--- src/hdl/tsr_defines.vh ---
// Contract
// - each channel stores two bytes; high byte holds whole degrees, one per count
// - low byte holds the fraction at a fixed sixteenth of a degree per count
// - fraction sits left-justified in low bits 7..4; bits 3..0 carry no weight
// - standard format encodes the high byte as signed two's complement
// - extended format encodes the high byte unsigned with a minus 64 degree offset
// - fraction is unsigned and adds to the high byte, also for negative values
// - an eight-bit pointer selects the register of the next bus read or write
// - the first byte after the address of every write loads the pointer
// - reset clears the pointer so the first read gives the local high byte
// - local high byte at 00; low bits at 10 bits 7..4, not-valid in bit 1
// - first remote high byte at 01; its temperature resets to zero
// - first remote low byte at 11: fraction 7..4, not-valid bit 1, open bit 0
// - second remote channel at 02 and 12 exists only on the dual variant
// - a two-byte read from 00, 01 or 02 returns high then matching low byte
// - any write to 0F starts one conversion; data not stored; here only in shutdown with no conversion running
// - any write to FC resets the device; data ignored
// - standard range clamps below minus 64 to C0h and above 127 to 7Fh
// - a range change applies from the next conversion, not the running one
// - low-byte read right after its high-byte read returns the same conversion
// - shutdown bit stops conversions after the running sequence; clearing resumes
`ifndef TSR_DEFINES_VH
`define TSR_DEFINES_VH

// ==========================================================
// register pointers
`define TSR_PTR_LOCAL_HIGH 8'h00
`define TSR_PTR_REM1_HIGH 8'h01
`define TSR_PTR_REM2_HIGH 8'h02
`define TSR_PTR_STATUS 8'h08
`define TSR_PTR_CFG1 8'h09
`define TSR_PTR_CFG2 8'h0A
`define TSR_PTR_RATE 8'h0B
`define TSR_PTR_BETA 8'h0C
`define TSR_PTR_ONE_SHOT 8'h0F
`define TSR_PTR_LOCAL_LOW 8'h10
`define TSR_PTR_REM1_LOW 8'h11
`define TSR_PTR_REM2_LOW 8'h12
`define TSR_PTR_NC1 8'h21
`define TSR_PTR_NC2 8'h22
`define TSR_PTR_SOFT_RESET 8'hFC
`define TSR_PTR_MAKER_ID 8'hFE
`define TSR_PTR_PART_ID 8'hFF
`define TSR_PTR_LOW_SEL 8'h10

// ==========================================================
// reset values and writable-bit masks
`define TSR_RST_ZERO 8'h00
`define TSR_RST_RATE 8'h07
`define TSR_RST_CFG2_SINGLE 8'h1C
`define TSR_RST_CFG2_DUAL 8'h3C
`define TSR_RST_BETA_SINGLE 8'h08
`define TSR_RST_BETA_DUAL 8'h88
`define TSR_MASK_CFG1 8'h44
`define TSR_MASK_CFG2_SINGLE 8'h1C
`define TSR_MASK_CFG2_DUAL 8'h3C
`define TSR_MASK_RATE 8'h07
`define TSR_MASK_BETA_SINGLE 8'h0F
`define TSR_MASK_BETA_DUAL 8'hFF

// ==========================================================
// field positions
`define TSR_BIT_SHUTDOWN 6
`define TSR_BIT_RANGE 2
`define TSR_BIT_NOT_VALID 1
`define TSR_BIT_OPEN 0

// ==========================================================
// temperature arithmetic in sixteenths of a degree
`define TSR_EXT_OFFSET 17'sh00400
`define TSR_STD_MIN 17'sh1FC00
`define TSR_STD_MAX 17'sh007FF
`define TSR_EXT_MIN 17'sh00000
`define TSR_EXT_MAX 17'sh00FFF

// ==========================================================
// channel codes and serial bus bits
`define TSR_CH_LOCAL 2'h0
`define TSR_CH_REM1 2'h1
`define TSR_CH_REM2 2'h2
`define TSR_LAST_BIT 3'h7

`endif

--- src/hdl/tsr_register_map.v ---
`timescale 1ns/1ps
`include "tsr_defines.vh"

module tsr_register_map #(
  parameter DUAL = 1,
  parameter [6:0] DEV_ADDR = 7'h4C,
  parameter [7:0] MAKER_ID = 8'h5A, // arbitrary value
  parameter [7:0] PART_ID = 8'h0D // arbitrary value
) (
  // clock and reset
  input wire clk,
  input wire rstn,
  // two-wire serial bus, open drain
  input wire scl_in,
  input wire sda_in,
  output wire sda_out,
  output wire sda_oe,
  // converter results, same clock
  input wire conv_busy,
  input wire result_valid,
  input wire [1:0] result_chan,
  input wire signed [15:0] result_temp,
  input wire result_not_valid_flag,
  input wire result_open_flag,
  // controls to the converter
  output wire shutdown_request_bit,
  output wire range_extended,
  output wire [7:0] channel_enable_cfg,
  output wire [7:0] conv_rate,
  output wire [7:0] beta_range,
  output wire [7:0] ideality_1,
  output wire [7:0] ideality_2,
  output wire one_shot_pulse,
  output wire soft_reset_pulse
);

  localparam [2:0] ST_IDLE = 3'h0;
  localparam [2:0] ST_ADDR = 3'h1;
  localparam [2:0] ST_ACK = 3'h2;
  localparam [2:0] ST_WRX = 3'h3;
  localparam [2:0] ST_RTX = 3'h4;
  localparam [2:0] ST_RACK = 3'h5;

  localparam [7:0] CFG2_RST = DUAL ? `TSR_RST_CFG2_DUAL : `TSR_RST_CFG2_SINGLE;
  localparam [7:0] CFG2_MASK = DUAL ? `TSR_MASK_CFG2_DUAL : `TSR_MASK_CFG2_SINGLE;
  localparam [7:0] BETA_RST = DUAL ? `TSR_RST_BETA_DUAL : `TSR_RST_BETA_SINGLE;
  localparam [7:0] BETA_MASK = DUAL ? `TSR_MASK_BETA_DUAL : `TSR_MASK_BETA_SINGLE;

  // ==========================================================
  // conversion encoding
  // result in sixteenths of a degree to {high byte, fraction nibble}
  function [11:0] encode;
    input signed [15:0] t;
    input ext;
    reg signed [16:0] v;
    begin
      v = {t[15], t};
      if (ext) begin
        v = v + `TSR_EXT_OFFSET;
        if (v < `TSR_EXT_MIN) begin
          v = `TSR_EXT_MIN;
        end else if (v > `TSR_EXT_MAX) begin
          v = `TSR_EXT_MAX;
        end
      end else begin
        if (v < `TSR_STD_MIN) begin
          v = `TSR_STD_MIN;
        end else if (v > `TSR_STD_MAX) begin
          v = `TSR_STD_MAX;
        end
      end
      // floor split: fraction stays unsigned and adds to the high byte
      encode = v[11:0];
    end
  endfunction

  // true for the high-byte pointers of existing channels, 02 only on the dual variant
  function is_high_ptr;
    input [7:0] p;
    begin
      is_high_ptr = (p == `TSR_PTR_LOCAL_HIGH) || (p == `TSR_PTR_REM1_HIGH) ||
                    ((p == `TSR_PTR_REM2_HIGH) && (DUAL != 0));
    end
  endfunction

  // ==========================================================
  // pin synchronisers and glitch filter
  reg [2:0] scl_sync_reg;
  reg [2:0] sda_sync_reg;
  reg scl_f_reg;
  reg sda_f_reg;
  reg scl_d_reg;
  reg sda_d_reg;
  wire scl_rise = scl_f_reg & ~scl_d_reg;
  wire scl_fall = ~scl_f_reg & scl_d_reg;
  wire bus_start = scl_f_reg & scl_d_reg & ~sda_f_reg & sda_d_reg;
  wire bus_stop = scl_f_reg & scl_d_reg & sda_f_reg & ~sda_d_reg;

  // a level counts only once stages two and three agree
  always @(posedge clk or negedge rstn) begin
    if (!rstn) begin
      scl_sync_reg <= 3'h7;
      sda_sync_reg <= 3'h7;
      scl_f_reg <= 1'b1;
      sda_f_reg <= 1'b1;
      scl_d_reg <= 1'b1;
      sda_d_reg <= 1'b1;
    end else begin
      scl_sync_reg <= {scl_sync_reg[1:0], scl_in};
      sda_sync_reg <= {sda_sync_reg[1:0], sda_in};
      if (scl_sync_reg[1] == scl_sync_reg[2]) begin
        scl_f_reg <= scl_sync_reg[2];
      end
      if (sda_sync_reg[1] == sda_sync_reg[2]) begin
        sda_f_reg <= sda_sync_reg[2];
      end
      scl_d_reg <= scl_f_reg;
      sda_d_reg <= sda_f_reg;
    end
  end

  // ==========================================================
  // register storage
  reg [7:0] ptr_reg;
  reg [7:0] cfg1_reg;
  reg [7:0] cfg2_reg;
  reg [7:0] rate_reg;
  reg [7:0] beta_reg;
  reg [7:0] nc1_reg;
  reg [7:0] nc2_reg;
  reg [7:0] high_reg [0:2];
  reg [7:0] low_reg [0:2];
  reg range_act_reg;
  reg busy_d_reg;
  reg one_shot_reg;
  reg soft_rst_reg;
  reg [7:0] shadow_low_reg;
  reg [7:0] shadow_ptr_reg;
  reg shadow_ok_reg;

  // ==========================================================
  // serial bus engine state
  reg [2:0] state_reg;
  reg [2:0] bitcnt_reg;
  reg [7:0] shift_reg;
  reg [7:0] tx_reg;
  reg [7:0] rd_ptr_reg;
  reg rw_reg;
  reg first_reg;
  reg full_reg;
  reg mack_reg;
  reg oe_reg;
  reg sda_out_reg;

  // write strobe into the register file, decoded from the engine
  reg wr_en;
  reg [7:0] wr_ptr;
  reg [7:0] wr_data;
  reg rd_load;

  // ==========================================================
  // read multiplexer with the low-byte snapshot
  reg [7:0] rd_byte;
  always @* begin
    rd_byte = `TSR_RST_ZERO;
    if (rd_ptr_reg == `TSR_PTR_LOCAL_HIGH) begin
      rd_byte = high_reg[0];
    end else if (rd_ptr_reg == `TSR_PTR_REM1_HIGH) begin
      rd_byte = high_reg[1];
    end else if ((rd_ptr_reg == `TSR_PTR_REM2_HIGH) && (DUAL != 0)) begin
      rd_byte = high_reg[2];
    end else if (rd_ptr_reg == `TSR_PTR_STATUS) begin
      rd_byte = {conv_busy, 7'h00};
    end else if (rd_ptr_reg == `TSR_PTR_CFG1) begin
      rd_byte = cfg1_reg;
    end else if (rd_ptr_reg == `TSR_PTR_CFG2) begin
      rd_byte = cfg2_reg;
    end else if (rd_ptr_reg == `TSR_PTR_RATE) begin
      rd_byte = rate_reg;
    end else if (rd_ptr_reg == `TSR_PTR_BETA) begin
      rd_byte = beta_reg;
    end else if (shadow_ok_reg && (rd_ptr_reg == shadow_ptr_reg)) begin
      rd_byte = shadow_low_reg;
    end else if (rd_ptr_reg == `TSR_PTR_LOCAL_LOW) begin
      rd_byte = low_reg[0];
    end else if (rd_ptr_reg == `TSR_PTR_REM1_LOW) begin
      rd_byte = low_reg[1];
    end else if ((rd_ptr_reg == `TSR_PTR_REM2_LOW) && (DUAL != 0)) begin
      rd_byte = low_reg[2];
    end else if (rd_ptr_reg == `TSR_PTR_NC1) begin
      rd_byte = nc1_reg;
    end else if ((rd_ptr_reg == `TSR_PTR_NC2) && (DUAL != 0)) begin
      rd_byte = nc2_reg;
    end else if (rd_ptr_reg == `TSR_PTR_MAKER_ID) begin
      rd_byte = MAKER_ID;
    end else if (rd_ptr_reg == `TSR_PTR_PART_ID) begin
      rd_byte = PART_ID;
    end
  end

  // ==========================================================
  // serial bus engine: sample on scl rise, drive on scl fall
  always @(posedge clk or negedge rstn) begin
    if (!rstn) begin
      state_reg <= ST_IDLE;
      bitcnt_reg <= 3'h0;
      shift_reg <= 8'h00;
      tx_reg <= 8'h00;
      rd_ptr_reg <= 8'h00;
      rw_reg <= 1'b0;
      first_reg <= 1'b0;
      full_reg <= 1'b0;
      mack_reg <= 1'b0;
      oe_reg <= 1'b0;
      sda_out_reg <= 1'b0;
      wr_en <= 1'b0;
      wr_ptr <= 8'h00;
      wr_data <= 8'h00;
      rd_load <= 1'b0;
    end else begin
      wr_en <= 1'b0;
      rd_load <= 1'b0;
      sda_out_reg <= 1'b0; // open drain only ever pulls low
      // after a high byte the next byte is its low byte
      if (rd_load && is_high_ptr(rd_ptr_reg)) begin
        rd_ptr_reg <= rd_ptr_reg | `TSR_PTR_LOW_SEL;
      end
      if (bus_start) begin
        // repeated start is handled like a fresh one
        state_reg <= ST_ADDR;
        bitcnt_reg <= 3'h0;
        full_reg <= 1'b0;
        oe_reg <= 1'b0;
      end else if (bus_stop) begin
        state_reg <= ST_IDLE;
        oe_reg <= 1'b0;
      end else begin
        case (state_reg)
          ST_ADDR, ST_WRX: begin
            if (scl_rise) begin
              shift_reg <= {shift_reg[6:0], sda_f_reg};
              bitcnt_reg <= bitcnt_reg + 3'h1;
              full_reg <= (bitcnt_reg == `TSR_LAST_BIT);
            end else if (scl_fall && full_reg) begin
              full_reg <= 1'b0;
              if (state_reg == ST_ADDR) begin
                if (shift_reg[7:1] == DEV_ADDR) begin
                  rw_reg <= shift_reg[0];
                  first_reg <= ~shift_reg[0];
                  rd_ptr_reg <= ptr_reg;
                  oe_reg <= 1'b1;
                  state_reg <= ST_ACK;
                end else begin
                  state_reg <= ST_IDLE;
                end
              end else begin
                // first data byte of a write is the pointer, later ones data
                wr_en <= 1'b1;
                wr_ptr <= first_reg ? `TSR_PTR_SOFT_RESET : ptr_reg;
                wr_data <= shift_reg;
                first_reg <= 1'b0;
                oe_reg <= 1'b1;
                state_reg <= ST_ACK;
              end
            end
          end
          ST_ACK: begin
            if (scl_fall) begin
              bitcnt_reg <= 3'h0;
              if (rw_reg) begin
                tx_reg <= rd_byte;
                oe_reg <= ~rd_byte[7];
                rd_load <= 1'b1;
                state_reg <= ST_RTX;
              end else begin
                oe_reg <= 1'b0;
                state_reg <= ST_WRX;
              end
            end
          end
          ST_RTX: begin
            if (scl_rise) begin
              bitcnt_reg <= bitcnt_reg + 3'h1;
              full_reg <= (bitcnt_reg == `TSR_LAST_BIT);
            end else if (scl_fall) begin
              if (full_reg) begin
                full_reg <= 1'b0;
                oe_reg <= 1'b0;
                state_reg <= ST_RACK;
              end else begin
                tx_reg <= {tx_reg[6:0], 1'b0};
                oe_reg <= ~tx_reg[6];
              end
            end
          end
          ST_RACK: begin
            if (scl_rise) begin
              mack_reg <= ~sda_f_reg;
            end else if (scl_fall) begin
              if (mack_reg) begin
                bitcnt_reg <= 3'h0;
                tx_reg <= rd_byte;
                oe_reg <= ~rd_byte[7];
                rd_load <= 1'b1;
                state_reg <= ST_RTX;
              end else begin
                state_reg <= ST_IDLE;
              end
            end
          end
          default: begin
            oe_reg <= 1'b0;
          end
        endcase
      end
    end
  end

  // ==========================================================
  // pointer, configuration and results
  // pointer writes use a flag so the soft-reset pointer alias is never stored
  reg ptr_wr;
  always @(posedge clk or negedge rstn) begin
    if (!rstn) begin
      ptr_wr <= 1'b0;
    end else begin
      ptr_wr <= scl_fall && full_reg && (state_reg == ST_WRX) && first_reg && !bus_start &&
                !bus_stop;
    end
  end

  // one encoding feeds both bytes
  wire [11:0] enc_res = encode(result_temp, range_act_reg);

  integer i;
  always @(posedge clk or negedge rstn) begin
    if (!rstn) begin
      ptr_reg <= `TSR_RST_ZERO;
      cfg1_reg <= `TSR_RST_ZERO;
      cfg2_reg <= CFG2_RST;
      rate_reg <= `TSR_RST_RATE;
      beta_reg <= BETA_RST;
      nc1_reg <= `TSR_RST_ZERO;
      nc2_reg <= `TSR_RST_ZERO;
      for (i = 0; i < 3; i = i + 1) begin
        high_reg[i] <= `TSR_RST_ZERO;
        low_reg[i] <= `TSR_RST_ZERO;
      end
      range_act_reg <= 1'b0;
      busy_d_reg <= 1'b0;
      one_shot_reg <= 1'b0;
      soft_rst_reg <= 1'b0;
      shadow_low_reg <= `TSR_RST_ZERO;
      shadow_ptr_reg <= `TSR_RST_ZERO;
      shadow_ok_reg <= 1'b0;
    end else if (soft_rst_reg) begin
      // software reset returns the file to its power-on contents
      ptr_reg <= `TSR_RST_ZERO;
      cfg1_reg <= `TSR_RST_ZERO;
      cfg2_reg <= CFG2_RST;
      rate_reg <= `TSR_RST_RATE;
      beta_reg <= BETA_RST;
      nc1_reg <= `TSR_RST_ZERO;
      nc2_reg <= `TSR_RST_ZERO;
      for (i = 0; i < 3; i = i + 1) begin
        high_reg[i] <= `TSR_RST_ZERO;
        low_reg[i] <= `TSR_RST_ZERO;
      end
      range_act_reg <= 1'b0;
      busy_d_reg <= conv_busy;
      one_shot_reg <= 1'b0;
      soft_rst_reg <= 1'b0;
      shadow_ok_reg <= 1'b0;
    end else begin
      busy_d_reg <= conv_busy;
      one_shot_reg <= 1'b0;
      // format is frozen at conversion start so a running one keeps its range
      if (conv_busy && !busy_d_reg) begin
        range_act_reg <= cfg1_reg[`TSR_BIT_RANGE];
      end
      if (ptr_wr) begin
        ptr_reg <= wr_data;
      end else if (wr_en) begin
        if (wr_ptr == `TSR_PTR_CFG1) begin
          cfg1_reg <= wr_data & `TSR_MASK_CFG1;
        end else if (wr_ptr == `TSR_PTR_CFG2) begin
          cfg2_reg <= wr_data & CFG2_MASK;
        end else if (wr_ptr == `TSR_PTR_RATE) begin
          rate_reg <= wr_data & `TSR_MASK_RATE;
        end else if (wr_ptr == `TSR_PTR_BETA) begin
          beta_reg <= wr_data & BETA_MASK;
        end else if (wr_ptr == `TSR_PTR_NC1) begin
          nc1_reg <= wr_data;
        end else if ((wr_ptr == `TSR_PTR_NC2) && (DUAL != 0)) begin
          nc2_reg <= wr_data;
        end else if (wr_ptr == `TSR_PTR_ONE_SHOT) begin
          // ignored while a conversion runs; only meaningful in shutdown
          one_shot_reg <= cfg1_reg[`TSR_BIT_SHUTDOWN] & ~conv_busy;
        end else if (wr_ptr == `TSR_PTR_SOFT_RESET) begin
          soft_rst_reg <= 1'b1;
        end
      end
      // a finished conversion updates one channel's byte pair together
      if (result_valid && ((result_chan != `TSR_CH_REM2) || (DUAL != 0)) &&
          (result_chan <= `TSR_CH_REM2)) begin
        high_reg[result_chan] <= enc_res[11:4];
        low_reg[result_chan] <= {enc_res[3:0], 2'b00,
                                 result_not_valid_flag,
                                 result_open_flag & (result_chan != `TSR_CH_LOCAL)};
      end
      // every byte handed to the bus either arms or drops the snapshot
      if (rd_load) begin
        if (is_high_ptr(rd_ptr_reg)) begin
          shadow_low_reg <= low_reg[rd_ptr_reg[1:0]];
          shadow_ptr_reg <= rd_ptr_reg | `TSR_PTR_LOW_SEL;
          shadow_ok_reg <= 1'b1;
        end else begin
          shadow_ok_reg <= 1'b0;
        end
      end
    end
  end

  // ==========================================================
  // outputs, all from flip-flops
  assign sda_out = sda_out_reg;
  assign sda_oe = oe_reg;
  assign shutdown_request_bit = cfg1_reg[`TSR_BIT_SHUTDOWN];
  assign range_extended = range_act_reg;
  assign channel_enable_cfg = cfg2_reg;
  assign conv_rate = rate_reg;
  assign beta_range = beta_reg;
  assign ideality_1 = nc1_reg;
  assign ideality_2 = nc2_reg;
  assign one_shot_pulse = one_shot_reg;
  assign soft_reset_pulse = soft_rst_reg;

endmodule

--- config.mk ---
export PLATFORM = sky130hd
export DESIGN_NAME = tsr_register_map
export DESIGN_NICKNAME = d
export VERILOG_FILES = /design/src/hdl/tsr_register_map.v
export VERILOG_INCLUDE_DIRS = /design/src /design/src/hdl
export SDC_FILE = /design/constraint.sdc
export NUM_CORES = 1
export LEC_CHECK = 0
export BUFFER_PORTS_ARGS = -buffer_cell sky130_fd_sc_hd__buf_4
export CAP_MARGIN = 20
export CORE_AREA = 2 2 142 144
export DETAILED_ROUTE_END_ITERATION = 6
export DIE_AREA = 0 0 144 146
export SYNTH_ARGS = -nofsm -noshare
export SYNTH_HDL_FRONTEND = slang
export SYNTH_SLANG_ARGS = --single-unit
--- constraint.sdc ---
create_clock -name clk -period 3.5 [get_ports clk]
set_clock_uncertainty 0.2 [all_clocks]
set_input_delay 0.175 -clock clk [delete_from_list [all_inputs] [get_ports clk]]
set_output_delay 0.175 -clock clk [all_outputs]
set_load 0.005 [all_outputs]
==> flow_metrics.env, run 1 <==
export IMPL_status="completed"
export IMPL_placementRows=51
export IMPL_cts_tree="done"
export IMPL_synth_edf_count=0
export IMPL_grt_pass1_vias=6856
export IMPL_root_buffer="clkbuf_16"
export IMPL_drv_slew=0
export IMPL_power_density_nw_per_um2=478
export IMPL_slowest_stage="dfrtp_1"
export IMPL_final_hold_viol_count=0
export IMPL_critPathCaptureType="flip-flop"
export IMPL_gp_congestion=0.915
export IMPL_post_place_ws_ps=559
export IMPL_hold_class="primary input to flip-flop"
export IMPL_dp_hpwl_mm=18.7
export IMPL_io_buffers=61
export IMPL_drv_cap=0
export IMPL_worst_slew_pin_slew_ps=784
export IMPL_crit_type="flip-flop to flip-flop"
export IMPL_clk_pin_slew_ps=70
export IMPL_rr_worst_depth=7
export IMPL_die_area_um2=21000
export IMPL_die_x_um=144
export IMPL_drt_initial_drc_count=492
export IMPL_p_leak_uw=0.00467
export IMPL_clk_path_buf_depth=2
export IMPL_r2r_end="tx_reg[1]$_DFFE_PN0P_"
export IMPL_postCtsSetupRepairBufs=0
export IMPL_core_um2=19300
export IMPL_setup_ws_ps=480
export IMPL_grt_overflow_total=0
export IMPL_cp_required_ps=3600
export IMPL_syn2layout_area_growth_pct=17.9
export IMPL_cts_buffers=17
export IMPL_post_route_period_util=0.863
export IMPL_ant_nets=0
export IMPL_largest_register_ffs=24
export IMPL_die_h_um=146
export IMPL_ys_flop_type="dfrtp_1"
export IMPL_synth_seq_cells=166
export IMPL_startpoint="rd_ptr_reg[1]$_DFFE_PN0P_"
export IMPL_rrSetupSlack_ps=480
export IMPL_io_pins=72
export IMPL_whs_path_depth=3
export IMPL_hold_path_endpoint="high_reg[14]$_DFFE_PN0P_"
export IMPL_syn_avg_cell_area_um2=10.1
export IMPL_num_antenna_cells=0
export IMPL_peakVddDrop_v=0.000317
export IMPL_min_from="result_valid"
export IMPL_arrival_ps=3120
export IMPL_n_fill_cell=1752
export IMPL_synthDistinctLibCells=69
export IMPL_fin_nets=959
export IMPL_h_tree_depth=4
export IMPL_multiInputGateArea_um2=4150
export IMPL_yosysWarnings=0
export IMPL_setup_worst_path_start_class="flip-flop"
export IMPL_grt_max_degree=77
export IMPL_setup_viol=0
export IMPL_slew_headroom=0.476
export IMPL_track_usage=0.250
export IMPL_drive_gt1_frac=0.208
export IMPL_antenna_found_initial=0
export IMPL_seq_area_um2=4180
export IMPL_async_reset_ff_frac=1.00
export IMPL_clock_sinks=166
export IMPL_cp_cell_sequence="buf_4 -> nor3_1 -> nand2_1 -> a211oi_1 -> a31oi_1 -> o21ai_0 -> a21oi_1"
export IMPL_critPathMaxStageDelay_ps=550
export IMPL_post_route_min_period_ps=3020
export IMPL_routedWlPerCell_um=21.1
export IMPL_routed_wl_mm=25.3
export IMPL_start_util=0.448
export IMPL_r2r_start="rd_ptr_reg[1]$_DFFE_PN0P_"
export IMPL_setup_tns_ps=0
export IMPL_yosysSeqAreaShare=0.483
export IMPL_firstDrtPassIters=5
export IMPL_clock_fmax_ghz=0.331
export IMPL_viasPerCell=5.81
export IMPL_drcViolationCount=0
export IMPL_final_common_cell="dfrtp_1"
export IMPL_rsz0062_at_grt="false"
export IMPL_mappedNetlistArea_um2=8660
export IMPL_clkLatencyLatePin_ps=440
export IMPL_syn_inst=857
export IMPL_final_cell_mix="146 x dfrtp_1, 88 x buf_4, 87 x nor2_1"
export IMPL_grt_pass1_wl_mm=40.0
export IMPL_vias=6991
export IMPL_worst_path_max_fanout=13
cell usage after synthesis (11+ instances only):
cell type,count,share of area
o21ai_0,38,0.022
and2_1,14,0.010
dfstp_2,19,0.058
a221o_1,31,0.036
mux2_2,43,0.056
a31oi_1,11,0.0079
nor2_1,87,0.038
dfrtp_1,147,0.42
nor2b_1,31,0.022
nand2b_1,11,0.0079
nand3_1,21,0.012
nor4_1,12,0.0087
buf_2,12,0.0069
inv_1,18,0.0078
nand2_1,44,0.019
nand4_1,13,0.0094
clkbuf_1,37,0.016
nand3b_1,15,0.013
mux2i_1,35,0.040
a21oi_1,47,0.027
nor3_1,17,0.0098
logic make-up after synthesis:
| kind of cell | after synthesis | share of synthesized area |
|---|---|---|
| adder cells (fa/ha/maj) | 10 | 0.0139 |
| AO/OA/AOI/OAI | 213 | 0.175 |
| flip-flops | 166 | 0.483 |
| multiplexers | 78 | 0.0964 |
| buffers and inverters | 85 | 0.0438 |
| other | 1 | 0.000433 |
| AND/OR/NAND/NOR | 294 | 0.178 |
| XOR/XNOR | 10 | 0.0101 |
stage by stage:
step                hold slack [ps]  area, um2  instances  total power (uW)  utilization
finish                          104      10200       1203              4870        0.528
floorplan                      -321       8690        866              2700            -
global placement               54.8       9400       1153              2940        0.486
global route                    110      10200       1203              5110        0.528
detailed placement             55.9       9400       1153              2950        0.486
CTS                            98.4      10200       1203              4920        0.528
critical path, delay by kind of cell, from the launching register on:
| family | cells | cell delay, ps |
|---|---|---|
| AO/OA/AOI/OAI | 4 | 1030 |
| buffers and inverters | 1 | 280 |
| flip-flops | 1 | 550 |
| AND/OR/NAND/NOR | 2 | 820 |
repair_timing:
action / CTS / global route
hold buffers: 18 / 0
endpoints found under the hold margin: 111 / 0
gates resized for setup: 0 / 0
cell type report:
class | count | area share
Sequential cell | 166 | 0.409
Multi-Input combinational cell | 615 | 0.406
Timing Repair Buffer | 107 | 0.0835
Clock buffer | 17 | 0.0417
Tap cell | 265 | 0.0325
Clock inverter | 15 | 0.0200
Inverter | 18 | 0.00662
layer usage:
| layer | vias to the layer above | track usage | wire (um) |
|---|---|---|---|
| met5 | - | 0 | 0 |
| met2 | 229 | 0.372 | 11400 |
| li1 | 3290 | - | - |
| met4 | 0 | 0.0652 | 379 |
| met3 | 24 | 0.0349 | 1250 |
| met1 | 3448 | 0.382 | 12300 |
worst max-delay path by stage:
stage	end	slack (ps)	cells past startpoint
2_1_floorplan	rd_ptr_reg[1]$_DFFE_PN0P_	950	8
3_3_place_gp	tx_reg[1]$_DFFE_PN0P_	580	7
3_5_place_dp	tx_reg[1]$_DFFE_PN0P_	560	7
4_1_cts	tx_reg[1]$_DFFE_PN0P_	550	7
5_1_grt	tx_reg[1]$_DFFE_PN0P_	400	7
6_report	tx_reg[1]$_DFFE_PN0P_	480	7
power by group:
| part | internal, uW | switching, uW | total, uW |
|---|---|---|---|
| sequential | 2090 | 188 | 2280 |
| combinational | 320 | 330 | 649 |
| clock | 1040 | 908 | 1950 |
Power figures use the tool's default switching activity.
==> run 2, diff against run 1 <==
CTS_BUF_LIST = sky130_fd_sc_hd__clkbuf_2   (was not set)
PLACE_DENSITY_LB_ADDON = 0.12   (was not set)
==> flow_metrics.env, run 2 (synthesis gave the netlist of run 1 again) <==
export IMPL_status="completed"
export IMPL_drive_gt1_frac=0.200
export IMPL_min_from="result_temp[8]"
export IMPL_grt_overflow_total=0
export IMPL_start_util=0.448
export IMPL_dp_hpwl_mm=19.5
export IMPL_clk_path_buf_depth=2
export IMPL_arrival_ps=3570
export IMPL_cts_buffers=17
export IMPL_rrSetupSlack_ps=650
export IMPL_drv_cap=0
export IMPL_clk_pin_slew_ps=250
export IMPL_final_common_cell="dfrtp_1"
export IMPL_crit_type="primary input to flip-flop"
export IMPL_timing_hold_ws_ps=75.9
export IMPL_routed_wl_mm=27.2
export IMPL_critPathMaxStageDelay_ps=580
export IMPL_worst_slew_pin_slew_ps=1000
export IMPL_slowest_stage="dlygate4sd3_1"
export IMPL_critPathBufInv=4
export IMPL_syn2layout_area_growth_pct=17.1
export IMPL_seq_area_um2=4180
export IMPL_rsz0062_at_grt="false"
export IMPL_placementRows=51
export IMPL_root_buffer="clkbuf_2"
export IMPL_rr_worst_depth=6
export IMPL_final_cell_mix="146 x dfrtp_1, 87 x nor2_1, 86 x buf_4"
export IMPL_p_leak_uw=0.00465
export IMPL_peakVddDrop_v=0.000347
export IMPL_io_pins=72
export IMPL_hold_class="primary input to flip-flop"
export IMPL_vias=7273
export IMPL_firstDrtPassIters=5
export IMPL_post_route_min_period_ps=3100
export IMPL_clkLatencyLatePin_ps=770
export IMPL_setup_worst_path_start_class="primary input"
export IMPL_cp_common_cell="dlygate4sd3_1"
export IMPL_r2r_end="tx_reg[1]$_DFFE_PN0P_"
export IMPL_gp_congestion=0.919
export IMPL_cp_cell_sequence="dlygate4sd3_1 -> dlygate4sd3_1 -> buf_4 -> nand4_1 -> o41ai_1 -> a21oi_1 -> o32ai_1 -> nor2_1 -> a221o_1 -> dlygate4sd3_1"
export IMPL_whs_path_depth=3
export IMPL_crit_family="buffers and inverters"
export IMPL_io_buffers=61
export IMPL_setup_viol=0
export IMPL_drv_slew=0
export IMPL_final_hold_viol_count=0
export IMPL_worst_path_max_fanout=10
export IMPL_h_tree_depth=4
export IMPL_drcViolationCount=0
export IMPL_finalPower_uw=4000
export IMPL_antenna_found_initial=1
export IMPL_slew_headroom=0.330
export IMPL_n_fill_cell=1769
export IMPL_power_density_nw_per_um2=394
export IMPL_largest_register_ffs=24
export IMPL_grt_max_degree=95
export IMPL_post_route_period_util=0.885
export IMPL_clock_fmax_ghz=0.323
export IMPL_die_x_um=144
export IMPL_multiInputGateArea_um2=4140
export IMPL_clock_sinks=166
export IMPL_die_area_um2=21000
export IMPL_hold_path_endpoint="high_reg[4]$_DFFE_PN0P_"
export IMPL_grt_pass1_vias=7112
export IMPL_die_h_um=146
export IMPL_fin_nets=990
export IMPL_ant_nets=0
export IMPL_routedWlPerCell_um=22.0
export IMPL_core_um2=19300
export IMPL_setup_tns_ps=0
export IMPL_r2r_start="rd_ptr_reg[4]$_DFF_PN0_"
export IMPL_cp_required_ps=3980
export IMPL_cts_repair_resized=0
export IMPL_viasPerCell=5.89
export IMPL_drt_initial_drc_count=658
export IMPL_critPathCaptureType="flip-flop"
export IMPL_track_usage=0.268
export IMPL_cts_tree="done"
export IMPL_grt_pass1_wl_mm=42.6
export IMPL_postCtsSetupRepairBufs=0
-- run 2: layout make-up --
class	count	area share
antenna	1	0.000247
clock buffer	20	0.00987
clock inverter	12	0.0118
inverter	18	0.00667
multi-input combinational	615	0.409
sequential	166	0.412
tap	265	0.0327
timing repair buffer	138	0.118
-- run 2: worst max-delay path by stage --
stage	from	endpoint	cells after the start
after floorplan	scl_d_reg$_DFF_PN1_	rd_ptr_reg[1]$_DFFE_PN0P_	8
after global placement	state_reg[0]$_DFFE_PN0P_	wr_ptr[6]$_DFFE_PN0P_	7
after detailed placement	state_reg[0]$_DFFE_PN0P_	wr_ptr[6]$_DFFE_PN0P_	7
after CTS	result_temp[5]	low_reg[20]$_DFFE_PN0P_	10
after global routing	result_temp[9]	low_reg[20]$_DFFE_PN0P_	10
final	result_temp[9]	low_reg[20]$_DFFE_PN0P_	10
-- run 2: worst reg2reg max path, stage by stage (launching register included) --
cell and delay (ps):
dfrtp_1 540, or4_4 700, nor4_4 610, nor3_1 170, a31oi_1 200, o21ai_0 200
a21oi_1 190
-- run 2: repair_timing --
action	4_1_cts	5_1_grt
setup endpoints to repair	0	0
hold endpoints to repair	198	1
hold buffers	49	1
-- run 2: per-stage QoR --
stage	cells	instance area [um2]	worst slack [ps]	utilization
floorplan	866	8690	954	-
global placement	1152	9400	749	0.486
detailed placement	1152	9400	695	0.486
CTS	1233	10100	527	0.524
global route	1235	10100	273	0.524
finish	1235	10100	403	0.524
-- run 2: per-layer routing --
metal | up-vias | routed length [um] | track usage
met5 | - | 0 | 0
met4 | 0 | 568 | 0.0647
met3 | 31 | 1430 | 0.0461
met2 | 249 | 13300 | 0.435
met1 | 3649 | 11900 | 0.373
li1 | 3344 | - | -
-- run 2: power breakdown --
group | internal, uW | switching, uW | total [uW]
clock | 282 | 738 | 1020
combinational | 350 | 335 | 684
sequential | 2090 | 202 | 2290
==> run 3, diff against run 2 <==
BUFFER_PORTS_ARGS = not set   (was -buffer_cell sky130_fd_sc_hd__buf_4)
CORE_AREA = 2 2 135 137   (was 2 2 142 144)
CTS_CLUSTER_SIZE = 40   (was not set)
DIE_AREA = 0 0 137 139   (was 0 0 144 146)
DONT_BUFFER_PORTS = 1   (was not set)
==> flow_metrics.env, run 3 (synthesis gave the netlist of run 1 again) <==
export IMPL_worst_path_max_fanout=6
export IMPL_cts_buffers=17
export IMPL_drcViolationCount=1
export IMPL_peakVddDrop_v=0.000344
export IMPL_setup_tns_ps=0
export IMPL_antenna_found_initial=1
export IMPL_timing_hold_ws_ps=-1130
export IMPL_ant_nets=0
export IMPL_status="finished, violations left"
export IMPL_cp_required_ps=3960
export IMPL_largest_register_ffs=24
export IMPL_syn2layout_area_growth_pct=12.2
export IMPL_worst_slew_pin_slew_ps=926
export IMPL_rrSetupSlack_ps=280
export IMPL_grt_pass1_vias=7074
export IMPL_hold_class="primary input to async pin"
export IMPL_post_route_min_period_ps=3480
export IMPL_gp_congestion=0.956
export IMPL_violations="DRC, hold timing"
export IMPL_routed_wl_mm=26.7
export IMPL_crit_type="primary input to flip-flop"
export IMPL_rsz0062_at_grt="false"
export IMPL_clkLatencyLatePin_ps=760
export IMPL_clock_sinks=166
export IMPL_die_area_um2=19000
export IMPL_fin_util=0.550
export IMPL_start_util=0.490
export IMPL_setup_viol=0
export IMPL_final_common_cell="dfrtp_1"
export IMPL_root_buffer="clkbuf_2"
export IMPL_power_density_nw_per_um2=408
export IMPL_track_usage=0.286
export IMPL_clk_path_buf_depth=2
export IMPL_slew_headroom=0.383
export IMPL_drv_slew=0
export IMPL_io_buffers=0
export IMPL_arrival_ps=3940
export IMPL_grt_max_degree=167
export IMPL_setup_worst_path_start_class="primary input"
export IMPL_io_pins=72
export IMPL_dp_hpwl_mm=18.6
export IMPL_fin_nets=938
export IMPL_die_h_um=139
export IMPL_core_um2=17700
export IMPL_die_x_um=137
export IMPL_h_tree_depth=4
export IMPL_firstDrtPassIters=7
export IMPL_placementRows=49
export IMPL_cts_tree="done"
export IMPL_post_route_period_util=0.993
export IMPL_drv_cap=0
export IMPL_viasPerCell=6.30
export IMPL_final_hold_viol_count=166
export IMPL_critPathCaptureType="flip-flop"
export IMPL_rr_worst_depth=6
export IMPL_drive_gt1_frac=0.144
export IMPL_final_cell_mix="146 x dfrtp_1, 86 x nor2_1, 61 x dlygate4sd3_1"
export IMPL_drt_initial_drc_count=640
export IMPL_routedWlPerCell_um=23.3
export IMPL_vias=7227
export IMPL_clock_fmax_ghz=0.288
export IMPL_p_leak_uw=0.00436
export IMPL_grt_pass1_wl_mm=41.3
export IMPL_grt_overflow_total=0
export IMPL_clk_pin_slew_ps=250
run 3: changes by cell type in the layout (fill, tap and decap cells not counted), sizes merged:
cell / before / now
buf: 89 / 25
clkbuf: 20 / 19
dlygate4sd3: 49 / 61
inv: 23 / 22
clkinvlp: 1 / 3
run 3: critical path: stages:
cell and delay [ps]:
dlygate4sd3_1 540, dlygate4sd3_1 640, nand2_1 100, o41ai_1 380, a21oi_1 150, o32ai_2 260
nor2_2 150, dlygate4sd3_1 690, a221o_1 280, dlygate4sd3_1 560
run 3: layer usage:
| layer | up-vias | GRT usage | routed length [um] |
|---|---|---|---|
| met2 | 318 | 0.445 | 12600 |
| li1 | 3239 | - | - |
| met1 | 3617 | 0.400 | 11500 |
| met5 | - | 0 | 0 |
| met3 | 53 | 0.0537 | 1780 |
| met4 | 0 | 0.101 | 854 |
run 3: stage by stage:
step	cell area, um2	setup slack [ps]	power (uW)	cells
2_1_floorplan	8690	954	2700	866
3_3_place_gp	8870	668	2860	1053
3_5_place_dp	8870	686	2880	1053
4_1_cts	9690	10.7	3970	1145
5_1_grt	9710	4.25	4160	1147
6_report	9710	24.7	3960	1147
run 3: area by class of cell:
type / count / area, um2
multi-input combinational: 615 / 4160
fill: 1591 / 7940
clock inverter: 13 / 124
clock buffer: 19 / 95.1
timing repair buffer: 86 / 798
sequential: 166 / 4180
tap: 229 / 287
inverter: 18 / 67.6
antenna: 1 / 2.50
run 3: final timing paths:
check | from | endpoint
max | result_temp[0] | high_reg[20]$_DFFE_PN0P_
min | rstn | ptr_reg[5]$_DFFE_PN0P_
max reg2reg | range_extended$_DFFE_PN0P_ | high_reg[20]$_DFFE_PN0P_
min reg2reg | sda_sync_reg[0]$_DFF_PN1_ | sda_sync_reg[1]$_DFF_PN1_
max in group asynchronous | rstn | ideality_1[3]$_DFFE_PN0P_
min in group clk | result_temp[11] | high_reg[7]$_DFFE_PN0P_
run 3: timing repair:
action / 4_1_cts / 5_1_grt
resized for setup: 0 / 4
endpoints found under the setup margin: 0 / 10
endpoints found under the hold margin: 214 / 171
buffers inserted: 0 / 0
hold buffers: 60 / 1
run 3: where the power goes:
part	internal [uW]	switching (uW)	leakage [uW]
combinational	356	307	0.00207
sequential	2090	210	0.00216
clock	272	727	0.000129
